[src/verilog/ots_regs.vh]
// Register offsets, reset values and function codes of the output terminal selector
`ifndef OTS_REGS_VH
`define OTS_REGS_VH

// ****************************************
// Register byte offsets
// ****************************************
`define OTS_OFF_COLSEL   8'h00
`define OTS_OFF_RLYSEL   8'h04
`define OTS_OFF_STARTF   8'h08
`define OTS_OFF_SENS     8'h0c
`define OTS_OFF_DETF     8'h10
`define OTS_OFF_REVDETF  8'h14
`define OTS_OFF_BRKLIM   8'h18
`define OTS_OFF_THTRIP   8'h1c
`define OTS_OFF_OCLVL    8'h20
`define OTS_OFF_OCTIME   8'h24
`define OTS_OFF_LPLVL    8'h28
`define OTS_OFF_LPTIME   8'h2c
`define OTS_OFF_MAINT    8'h30
`define OTS_OFF_STATUS   8'h34
`define OTS_NUM_CFG      14

// ****************************************
// Reset values
// ****************************************
`define OTS_RST_COLSEL   16'h0000
`define OTS_RST_RLYSEL   16'h0063
`define OTS_RST_STARTF   16'h0032
`define OTS_RST_SENS     16'h000a
`define OTS_RST_DETF     16'h0258
`define OTS_RST_REVDETF  16'h270f
`define OTS_RST_OTHER    16'hffff

// ****************************************
// Function codes and limits
// ****************************************
`define OTS_CODE_NONE    16'h270f
`define OTS_CODE_PULSE   7'h5d
`define OTS_NEG_BASE     16'h0064
`define OTS_NEG_END      16'h00c8
`define OTS_PREWARN_PCT  32'h00000055
`define OTS_FULL_PCT     32'h00000064

// ****************************************
// Bus responses
// ****************************************
`define OTS_RESP_OKAY    2'b00
`define OTS_RESP_SLVERR  2'b10

`endif

[src/verilog/ots_selector.v]
// Output terminal selector: status flags, code routing and AXI4-Lite register file
// Overview of operation
// - Collector select code resets to 0
// - Relay select code resets to 99
// - Codes 100-199 route same signal inverted
// - Relay select rejects 93 and 193
// - Output-active when frequency at/above start
// - At-speed within sensitivity band of set
// - Stall-limit follows stall prevention activity
// - Frequency threshold, optional reverse threshold
// - Brake pre-warn at 85% of limit
// - Thermal pre-warn 85%, trip at 100%
// - Ready after reset, while startable or running and no fault latched
// - Overcurrent after level exceeded beyond time
// - Low power after level undercut beyond time
// - PID low, high and forward flags
// - Heatsink pre-warn at 85% of limit
// - Power-loss decel flag latched until release
// - Retry flag during retry processing
// - PID pause flag during interruption
// - Internal fault flag on circuit fault
// - Code 93 emits current/maintenance pulses
// - Maintenance flag when timer reaches threshold
// - Fault relay flag held until reset
// - Positive conducts when active, negative not
// - Output-active off when stopped or braking
`include "ots_regs.vh"

module ots_selector #(
	parameter PULSE_UNIT = 16'd1000
) (
	input  wire        mclk,
	input  wire        rst,
	input  wire [15:0] outFreq,
	input  wire [15:0] setFreq,
	input  wire        runCmd,
	input  wire        reverseRun,
	input  wire        dcBrake,
	input  wire        stallActive,
	input  wire [15:0] brakeDuty,
	input  wire [15:0] thermalAcc,
	input  wire [15:0] heatsinkTemp,
	input  wire [15:0] heatsinkLimit,
	input  wire [15:0] outCurrent,
	input  wire [15:0] outPower,
	input  wire        pidActive,
	input  wire        feedbackLow,
	input  wire        feedbackHigh,
	input  wire        pidForward,
	input  wire        pidPause,
	input  wire        powerlossDecel,
	input  wire        powerlossRelease,
	input  wire        retryActive,
	input  wire        internalFault,
	input  wire        faultTrip,
	input  wire        faultReset,
	input  wire        resetDone,
	input  wire        startPossible,
	input  wire [15:0] avgCurrent,
	input  wire [15:0] maintTimer,
	input  wire [7:0]  s_axi_awaddr,
	input  wire        s_axi_awvalid,
	output wire        s_axi_awready,
	input  wire [31:0] s_axi_wdata,
	input  wire [3:0]  s_axi_wstrb,
	input  wire        s_axi_wvalid,
	output wire        s_axi_wready,
	output wire [1:0]  s_axi_bresp,
	output wire        s_axi_bvalid,
	input  wire        s_axi_bready,
	input  wire [7:0]  s_axi_araddr,
	input  wire        s_axi_arvalid,
	output wire        s_axi_arready,
	output wire [31:0] s_axi_rdata,
	output wire [1:0]  s_axi_rresp,
	output wire        s_axi_rvalid,
	input  wire        s_axi_rready,
	output wire        collectorOut,
	output wire        relayOut,
	output wire        thermalTrip
);

	// ****************************************
	// Functions
	// ****************************************

	// Legal select codes; the relay cannot carry the pulse train
	function validCode;
		input [15:0] code;
		input        isRelay;
		begin
			case (code)
				16'd0, 16'd1, 16'd3, 16'd4, 16'd7, 16'd8, 16'd11, 16'd12, 16'd13,
				16'd14, 16'd15, 16'd16, 16'd25, 16'd26, 16'd46, 16'd47, 16'd64,
				16'd70, 16'd90, 16'd91, 16'd95, 16'd96, 16'd98, 16'd99,
				16'd100, 16'd101, 16'd103, 16'd104, 16'd107, 16'd108, 16'd111,
				16'd112, 16'd113, 16'd114, 16'd115, 16'd116, 16'd125, 16'd126,
				16'd146, 16'd147, 16'd164, 16'd170, 16'd190, 16'd191, 16'd195,
				16'd196, 16'd198, 16'd199, 16'd9999: validCode = 1'b1;
				16'd93, 16'd193: validCode = ~isRelay;
				default: validCode = 1'b0;
			endcase
		end
	endfunction

	// Code to terminal level; 1 means the terminal conducts
	function routeCode;
		input [15:0] code;
		input [99:0] fv;
		input        pulse;
		reg   [15:0] base;
		reg          inv;
		begin
			base = code;
			inv = 1'b0;
			routeCode = 1'b0;
			if (code >= `OTS_NEG_BASE && code < `OTS_NEG_END) begin
				base = code - `OTS_NEG_BASE;
				inv = 1'b1;
			end
			if (code == `OTS_CODE_NONE) begin
				routeCode = 1'b0;
			end else if (base[6:0] == `OTS_CODE_PULSE) begin
				routeCode = pulse ^ inv;
			end else if (base < 16'd100) begin
				routeCode = fv[base[6:0]] ^ inv;
			end
		end
	endfunction

	// Value at or above pct percent of a limit
	function atPct;
		input [15:0] value;
		input [15:0] limit;
		input [31:0] pct;
		reg   [31:0] lhs;
		reg   [31:0] rhs;
		begin
			lhs = {16'h0000, value} * `OTS_FULL_PCT;
			rhs = {16'h0000, limit} * pct;
			atPct = (lhs >= rhs);
		end
	endfunction

	// ****************************************
	// Configuration storage and bus state
	// ****************************************
	reg  [15:0] cfg_ff [0:`OTS_NUM_CFG-1];
	reg         awReady_ff;
	reg         wReady_ff;
	reg         bValid_ff;
	reg  [1:0]  bResp_ff;
	reg         arReady_ff;
	reg         rValid_ff;
	reg  [31:0] rData_ff;
	reg  [1:0]  rResp_ff;
	reg         badWrite_ff;
	reg         nxt_badWrite;

	wire [3:0]  wIdx = s_axi_awaddr[5:2];
	wire [3:0]  rIdx = s_axi_araddr[5:2];
	wire        wHit = (s_axi_awaddr[7:6] == 2'b00) && (wIdx < 4'd13);
	wire        rHit = (s_axi_araddr[7:6] == 2'b00) && (rIdx < 4'd14);
	wire        wTake = s_axi_awvalid && s_axi_wvalid && !bValid_ff
		&& !awReady_ff;
	wire        rTake = s_axi_arvalid && !rValid_ff && !arReady_ff;
	wire [15:0] wVal = {s_axi_wstrb[1] ? s_axi_wdata[15:8] : cfg_ff[wIdx][15:8],
		s_axi_wstrb[0] ? s_axi_wdata[7:0] : cfg_ff[wIdx][7:0]};
	wire        selIdx = (wIdx == 4'd0) || (wIdx == 4'd1);
	wire        selOk = validCode(wVal, wIdx == 4'd1);
	wire        wOk = wHit && (!selIdx || selOk);

	// Flag state
	reg         faultRelay_ff;
	reg         powerloss_ff;
	reg         readySeen_ff;
	reg  [15:0] ocCnt_ff;
	reg  [15:0] lpCnt_ff;
	reg         collector_ff;
	reg         relay_ff;
	reg         thermalTrip_ff;
	reg  [99:0] flagVec;
	reg  [31:0] statusWord;

	// ****************************************
	// Register writes
	// ****************************************

	// Illegal select codes keep the old value and answer SLVERR
	integer i;
	always @(posedge mclk) begin
		if (rst) begin
			for (i = 0; i < `OTS_NUM_CFG; i = i + 1) begin
				cfg_ff[i] <= `OTS_RST_OTHER;
			end
			cfg_ff[0] <= `OTS_RST_COLSEL;
			cfg_ff[1] <= `OTS_RST_RLYSEL;
			cfg_ff[2] <= `OTS_RST_STARTF;
			cfg_ff[3] <= `OTS_RST_SENS;
			cfg_ff[4] <= `OTS_RST_DETF;
			cfg_ff[5] <= `OTS_RST_REVDETF;
		end else if (wTake && wOk) begin
			cfg_ff[wIdx] <= wVal;
		end
	end

	// Write channel handshake, both channels taken in one cycle
	always @(posedge mclk) begin
		if (rst) begin
			awReady_ff <= 1'b0;
			wReady_ff <= 1'b0;
			bValid_ff <= 1'b0;
			bResp_ff <= `OTS_RESP_OKAY;
			badWrite_ff <= 1'b0;
		end else begin
			awReady_ff <= wTake;
			wReady_ff <= wTake;
			badWrite_ff <= nxt_badWrite;
			if (wTake) begin
				bValid_ff <= 1'b1;
				bResp_ff <= wOk ? `OTS_RESP_OKAY : `OTS_RESP_SLVERR;
			end else if (s_axi_bready) begin
				bValid_ff <= 1'b0;
			end
		end
	end

	// Sticky record of a refused select code, cleared by status read
	always @* begin
		nxt_badWrite = badWrite_ff;
		if (rTake && rHit && rIdx == 4'd13) begin
			nxt_badWrite = 1'b0;
		end
		if (wTake && wHit && selIdx && !selOk) begin
			nxt_badWrite = 1'b1; // Set wins over the clear
		end
	end

	// ****************************************
	// Register reads
	// ****************************************

	// Read data is captured when the address is taken
	always @(posedge mclk) begin
		if (rst) begin
			arReady_ff <= 1'b0;
			rValid_ff <= 1'b0;
			rData_ff <= 32'h00000000;
			rResp_ff <= `OTS_RESP_OKAY;
		end else begin
			arReady_ff <= rTake;
			if (rTake) begin
				rValid_ff <= 1'b1;
				rResp_ff <= rHit ? `OTS_RESP_OKAY : `OTS_RESP_SLVERR;
				if (!rHit) begin
					rData_ff <= 32'h00000000;
				end else if (rIdx == 4'd13) begin
					rData_ff <= statusWord;
				end else begin
					rData_ff <= {16'h0000, cfg_ff[rIdx]};
				end
			end else if (s_axi_rready) begin
				rValid_ff <= 1'b0;
			end
		end
	end

	// ****************************************
	// Status flag conditions
	// ****************************************
	wire [15:0] freqDiff = (outFreq > setFreq) ? outFreq - setFreq
		: setFreq - outFreq;
	wire [31:0] diffPct = {16'h0000, freqDiff} * `OTS_FULL_PCT;
	wire [31:0] bandPct = {16'h0000, setFreq} * {16'h0000, cfg_ff[3]};
	wire [15:0] detThr = (reverseRun && cfg_ff[5] != `OTS_CODE_NONE)
		? cfg_ff[5] : cfg_ff[4];
	wire        runFlag = runCmd && !dcBrake && (outFreq >= cfg_ff[2]);
	wire        ocFlag = (ocCnt_ff > cfg_ff[9]);
	wire        lpFlag = (lpCnt_ff > cfg_ff[11]);
	wire        pulseOut;

	// Output current above level and output power below level, counted in clock cycles
	always @(posedge mclk) begin
		if (rst) begin
			ocCnt_ff <= 16'h0000;
			lpCnt_ff <= 16'h0000;
		end else begin
			if (outCurrent <= cfg_ff[8]) begin
				ocCnt_ff <= 16'h0000;
			end else if (ocCnt_ff != 16'hffff) begin
				ocCnt_ff <= ocCnt_ff + 16'h0001;
			end
			if (outPower >= cfg_ff[10]) begin
				lpCnt_ff <= 16'h0000;
			end else if (lpCnt_ff != 16'hffff) begin
				lpCnt_ff <= lpCnt_ff + 16'h0001;
			end
		end
	end

	// Latched flags and the registered thermal trip, which follows thermalAcc each cycle; a new event wins over its own clear
	always @(posedge mclk) begin
		if (rst) begin
			faultRelay_ff <= 1'b0;
			powerloss_ff <= 1'b0;
			readySeen_ff <= 1'b0;
			thermalTrip_ff <= 1'b0;
		end else begin
			if (faultTrip) begin
				faultRelay_ff <= 1'b1;
			end else if (faultReset) begin
				faultRelay_ff <= 1'b0;
			end
			if (powerlossDecel) begin
				powerloss_ff <= 1'b1;
			end else if (powerlossRelease) begin
				powerloss_ff <= 1'b0;
			end
			if (resetDone) begin
				readySeen_ff <= 1'b1;
			end
			thermalTrip_ff <= atPct(thermalAcc, cfg_ff[7], `OTS_FULL_PCT);
		end
	end

	// Flag vector indexed by positive code
	always @* begin
		flagVec = 100'h0;
		flagVec[0] = runFlag;
		flagVec[1] = (diffPct <= bandPct);
		flagVec[3] = stallActive;
		flagVec[4] = (outFreq >= detThr);
		flagVec[7] = atPct(brakeDuty, cfg_ff[6], `OTS_PREWARN_PCT);
		flagVec[8] = atPct(thermalAcc, cfg_ff[7], `OTS_PREWARN_PCT);
		flagVec[11] = readySeen_ff && !faultRelay_ff
			&& (startPossible || runFlag);
		flagVec[12] = ocFlag;
		flagVec[13] = lpFlag;
		flagVec[14] = pidActive && feedbackLow;
		flagVec[15] = pidActive && feedbackHigh;
		flagVec[16] = pidActive && pidForward;
		flagVec[26] = atPct(heatsinkTemp, heatsinkLimit, `OTS_PREWARN_PCT);
		flagVec[46] = powerloss_ff;
		flagVec[47] = pidActive;
		flagVec[64] = retryActive;
		flagVec[70] = pidActive && pidPause;
		flagVec[91] = internalFault;
		flagVec[95] = (maintTimer >= cfg_ff[12]);
		flagVec[99] = faultRelay_ff;
	end

	// Status word: flags, terminals and refused-write record
	always @* begin
		statusWord = {9'h000, badWrite_ff, relay_ff, collector_ff, thermalTrip_ff,
			flagVec[99], flagVec[95], flagVec[91], flagVec[70], flagVec[64],
			flagVec[46], flagVec[26], flagVec[16], flagVec[15], flagVec[14],
			flagVec[13], flagVec[12], flagVec[11], flagVec[8], flagVec[7],
			flagVec[4], flagVec[3], flagVec[1], flagVec[0]};
	end

	// ****************************************
	// Current and maintenance pulse train
	// ****************************************
	localparam PH_CUR  = 2'd0;
	localparam PH_GAP1 = 2'd1;
	localparam PH_MNT  = 2'd2;
	localparam PH_GAP2 = 2'd3;

	reg  [1:0]  phase_ff;
	reg  [15:0] unitCnt_ff;
	reg  [15:0] left_ff;
	reg         pulse_ff;

	// High for avgCurrent units, gap, high for maintTimer units, gap
	always @(posedge mclk) begin
		if (rst) begin
			phase_ff <= PH_GAP2;
			unitCnt_ff <= 16'h0000;
			left_ff <= 16'h0001;
			pulse_ff <= 1'b0;
		end else if (unitCnt_ff != PULSE_UNIT - 16'd1) begin
			unitCnt_ff <= unitCnt_ff + 16'h0001;
		end else begin
			unitCnt_ff <= 16'h0000;
			if (left_ff > 16'h0001) begin
				left_ff <= left_ff - 16'h0001;
			end else begin
				case (phase_ff)
					PH_GAP2: begin
						phase_ff <= PH_CUR;
						left_ff <= (avgCurrent == 16'h0000) ? 16'h0001 : avgCurrent;
						pulse_ff <= (avgCurrent != 16'h0000);
					end
					PH_CUR: begin
						phase_ff <= PH_GAP1;
						left_ff <= 16'h0001;
						pulse_ff <= 1'b0;
					end
					PH_GAP1: begin
						phase_ff <= PH_MNT;
						left_ff <= (maintTimer == 16'h0000) ? 16'h0001 : maintTimer;
						pulse_ff <= (maintTimer != 16'h0000);
					end
					default: begin
						phase_ff <= PH_GAP2;
						left_ff <= 16'h0001;
						pulse_ff <= 1'b0;
					end
				endcase
			end
		end
	end
	assign pulseOut = pulse_ff;

	// ****************************************
	// Terminal drivers
	// ****************************************

	// Registered so the pins never glitch on code changes
	always @(posedge mclk) begin
		if (rst) begin
			collector_ff <= 1'b0;
			relay_ff <= 1'b0;
		end else begin
			collector_ff <= routeCode(cfg_ff[0], flagVec, pulseOut);
			relay_ff <= routeCode(cfg_ff[1], flagVec, 1'b0);
		end
	end

	assign collectorOut = collector_ff;
	assign relayOut = relay_ff;
	assign thermalTrip = thermalTrip_ff;
	assign s_axi_awready = awReady_ff;
	assign s_axi_wready = wReady_ff;
	assign s_axi_bvalid = bValid_ff;
	assign s_axi_bresp = bResp_ff;
	assign s_axi_arready = arReady_ff;
	assign s_axi_rvalid = rValid_ff;
	assign s_axi_rdata = rData_ff;
	assign s_axi_rresp = rResp_ff;

endmodule
[config.mk]
export PLATFORM = sky130hd
export DESIGN_NAME = ots_selector
export DESIGN_NICKNAME = d
export VERILOG_FILES = /design/src/verilog/ots_selector.v
export VERILOG_INCLUDE_DIRS = /design/src /design/src/verilog
export SDC_FILE = /design/constraint.sdc
export NUM_CORES = 2
export LEC_CHECK = 0
export ABC_CLOCK_PERIOD_IN_PS = 12560
export BUFFER_PORTS_ARGS = -buffer_cell sky130_fd_sc_hd__buf_4
export CAP_MARGIN = 40
export CORE_MARGIN = 1.5
export CORE_UTILIZATION = 60
export CTS_CLUSTER_SIZE = 24
export DETAILED_ROUTE_END_ITERATION = 16
export GPL_TIMING_DRIVEN = 0
export PLACE_DENSITY_LB_ADDON = 0.05
export SLEW_MARGIN = 20
export SYNTH_ARGS = -nofsm -noshare
export SYNTH_HDL_FRONTEND = slang
export SYNTH_SLANG_ARGS = --single-unit
[constraint.sdc]
create_clock -name mclk -period 12.56 [get_ports mclk]
set_input_delay 2.512 -clock mclk [delete_from_list [all_inputs] [get_ports mclk]]
set_output_delay 2.512 -clock mclk [all_outputs]
set_load 0.02 [all_outputs]
==> flow_summary.ini <==
[clock_network]
cts_buffers = 39
cts_tree = done
cts_sinks = 359
cts_hold_buf = 0
h-tree-depth = 2
clk_pin_slew_ns = 0.06
cts-root-buf = clkbuf_16
cts_setup_buffers = 0
clockBufferDepth = 3
clk_latency_ns = 0.57

[synthesis]
netlist_instances = 5279
synth_most_common_cell = inv_1
yosysSeqAreaShare = 0.202
synth_area_leaders = ha_1, edfxtp_1, fa_1
synth_top_area_share = 0.206
synth-async-reset-ratio = 0
avgSynthCellArea_um2 = 9.14
synth_area_leader_cell = ha_1
ys_seq_elements = 359
ys_types = 90
synth_warnings = 0
syn_area_um2 = 48200
synth_common_cells = inv_1, ha_1, nand2_1
synthFlopType = edfxtp_1
synth_edf_count = 256

[finish]
regArea_um2 = 9750
layout.nets = 7025
drive_gt1_frac = 0.103
final_util = 0.674
multiInputGateArea_um2 = 34200
nFillCells = 6647
finalInstanceArea_um2 = 53500
area.growth.synth_to_final_pct = 10.8

[critical_path]
r2r.worst_path.cells = 36
crit_path_end_kind = flip-flop
path_common_cell = fa_1
critPathSlowestCell = fa_1
startpoint_type = input pin
worst_ep_arrival_time_ns = 12.34
worstPathRequired_ns = 13.01
slowest_delay_ns = 0.55
path_class = in2reg
critPathMaxFanout = 10

[drt]
drtPass1Iterations = 8
met3_length_mm = 15.6
viasPerCell = 5.95
ant_nets = 0
vias = 40182
route.detailed.drc = 0
drtIter0Drc = 3678
wl_met2_mm = 65.6
wl_met1_mm = 57.7
dr.max_layer_used = met5
routed_wl_mm = 148
avgRoutedWirePerCell_um = 21.9

[pwr]
p_leak_nw = 26.1
p_comb_frac = 0.694
switching_power_mw = 4.00
ir_worst_vdd_mv = 0.248
intPower_mw = 4.28
pwr-share-clk = 0.144
power_density_nw_per_um2 = 155
seq_power_share = 0.162
switching_share = 0.483

[flow_run]
max-cap-violations = 0

[die]
die_w_um = 287
fp.dieArea_um2 = 82100
die_h_um = 287
io_pins = 280
fp-row-count = 103
initial_utilization = 0.609
coreArea_um2 = 79300

[placed_design]
gp_congestion = 1.01
dpl.hpwl_mm = 123
place_area_um2 = 52100
port_buffers = 240

[min_path]
min_path_cells = 1
hold_path.class = reg2reg

[sta]
finalCriticalPeriod_ns = 11.89
setup-violations-final = 0
timing.hold.ws_ns = 0.454
drv_slew = 0
slew_headroom = 0.356
fin_skew_ns = 0.0283
max_freq_ghz = 0.0841
hold_violations = 0
worstMarginPinSlew_ns = 0.966
finalCritPeriodShare = 0.947

[global_routing]
grt-ovfl-total = 0
track_usage = 0.362
grt_pass1_wl_mm = 226
first_global_vias = 39391
antenna_found_initial = 10
grt_max_degree = 20

[run_status]
status = complete, no violations
==> metal layers <==
| metal | track usage | vias up |
|---|---|---|
| met3 | 0.0750 | 441 |
| met2 | 0.571 | 1914 |
| met4 | 0.176 | 18 |
| met1 | 0.474 | 19127 |
| li1 | - | 18682 |
| met5 | 0 | - |
==> repair_timing <==
| item | CTS | global route |
|---|---|---|
| endpoints found under the setup margin | 3 | 3 |
| gates cloned | 0 | 0 |
| resized for setup | 1 | 5 |
==> flip-flops by register name, indices dropped and copies added (netlist names), 2 cells and up <==
| name | count |
|---|---|
| cfg_ff | 256 |
| left_ff | 16 |
| lpCnt_ff | 16 |
| ocCnt_ff | 16 |
| phase_ff | 2 |
| s_axi_rdata | 23 |
| unitCnt_ff | 16 |
==> worst paths after layout <==
check | from | end | slack, ns
max reg2reg | cfg_ff[3][9]$_SDFFCE_PN0P_ | collectorOut$_SDFF_PP0_ | 2.13
min reg2reg | unitCnt_ff[0]$_SDFF_PP0_ | unitCnt_ff[0]$_SDFF_PP0_ | 0.45
max | setFreq[13] | collectorOut$_SDFF_PP0_ | 0.67
min | unitCnt_ff[0]$_SDFF_PP0_ | unitCnt_ff[0]$_SDFF_PP0_ | 0.45
==> cell families after synthesis <==
logic type / Yosys count / share of synthesized area
DFF: 359 / 0.202
muxes: 205 / 0.0767
adders and majority gates: 1119 / 0.340
buffers and inverters: 1194 / 0.0952
and+or+nand+nor: 1356 / 0.133
AOI/OAI and AO/OA: 839 / 0.115
other: 2 / 0.000156
xor gates and xnor gates: 205 / 0.0372
==> final cells by class <==
| class | instances | share of cell area |
|---|---|---|
| sequential | 359 | 0.182 |
| buffer | 183 | 0.0150 |
| timing repair buffer | 289 | 0.0436 |
| antenna | 2 | 0.0000936 |
| inverter | 1007 | 0.0707 |
| clock inverter | 22 | 0.00449 |
| clock buffer | 49 | 0.0198 |
| tap | 1050 | 0.0246 |
| multi-input combinational | 3791 | 0.639 |
==> layout by cell type (no fill, tap or decap), types with 81 or more instances in the layout <==
cell type and count:
a21o_1 91, a21oi_1 217, and2_1 126, buf_4 255, clkbuf_1 145, dfxtp_1 103, edfxtp_1 256, fa_1 323
ha_1 796, inv_1 1002, mux4_2 128, nand2_1 459, nand3_1 85, nor2_1 324, o21ai_0 160, xnor2_1 124
xor2_1 81
==> stage by stage <==
stage	total power [mW]	setup TNS, ns	std cells	worst slack (ns)
4_1_cts	8.25	0	6747	0.221
3_3_place_gp	6.97	-3.70	6634	-1.29
6_report	8.29	0	6752	0.671
3_5_place_dp	7.05	-2.56	6677	-0.942
2_1_floorplan	5.41	0	5344	1.33
5_1_grt	9.09	-0.00571	6751	-0.00571
==> power groups by stage <==
stage	registers [mW]	logic, mW	clock network, mW
after floorplan	1.35	4.06	0
after global placement	1.37	5.60	0
after detailed placement	1.37	5.68	0
after CTS	1.34	5.73	1.19
after global routing	1.35	6.51	1.23
final	1.34	5.75	1.19
==> worst max-delay path: cells and delay by family <==
| family | cells | cell delay (ns) |
|---|---|---|
| xor gates and xnor gates | 1 | 0.48 |
| and+or+nand+nor | 11 | 2.58 |
| buffers and inverters | 6 | 1.61 |
| adders and majority gates | 8 | 3.53 |
| AOI/OAI and AO/OA | 7 | 1.63 |
(Power assumes the default switching activity.)
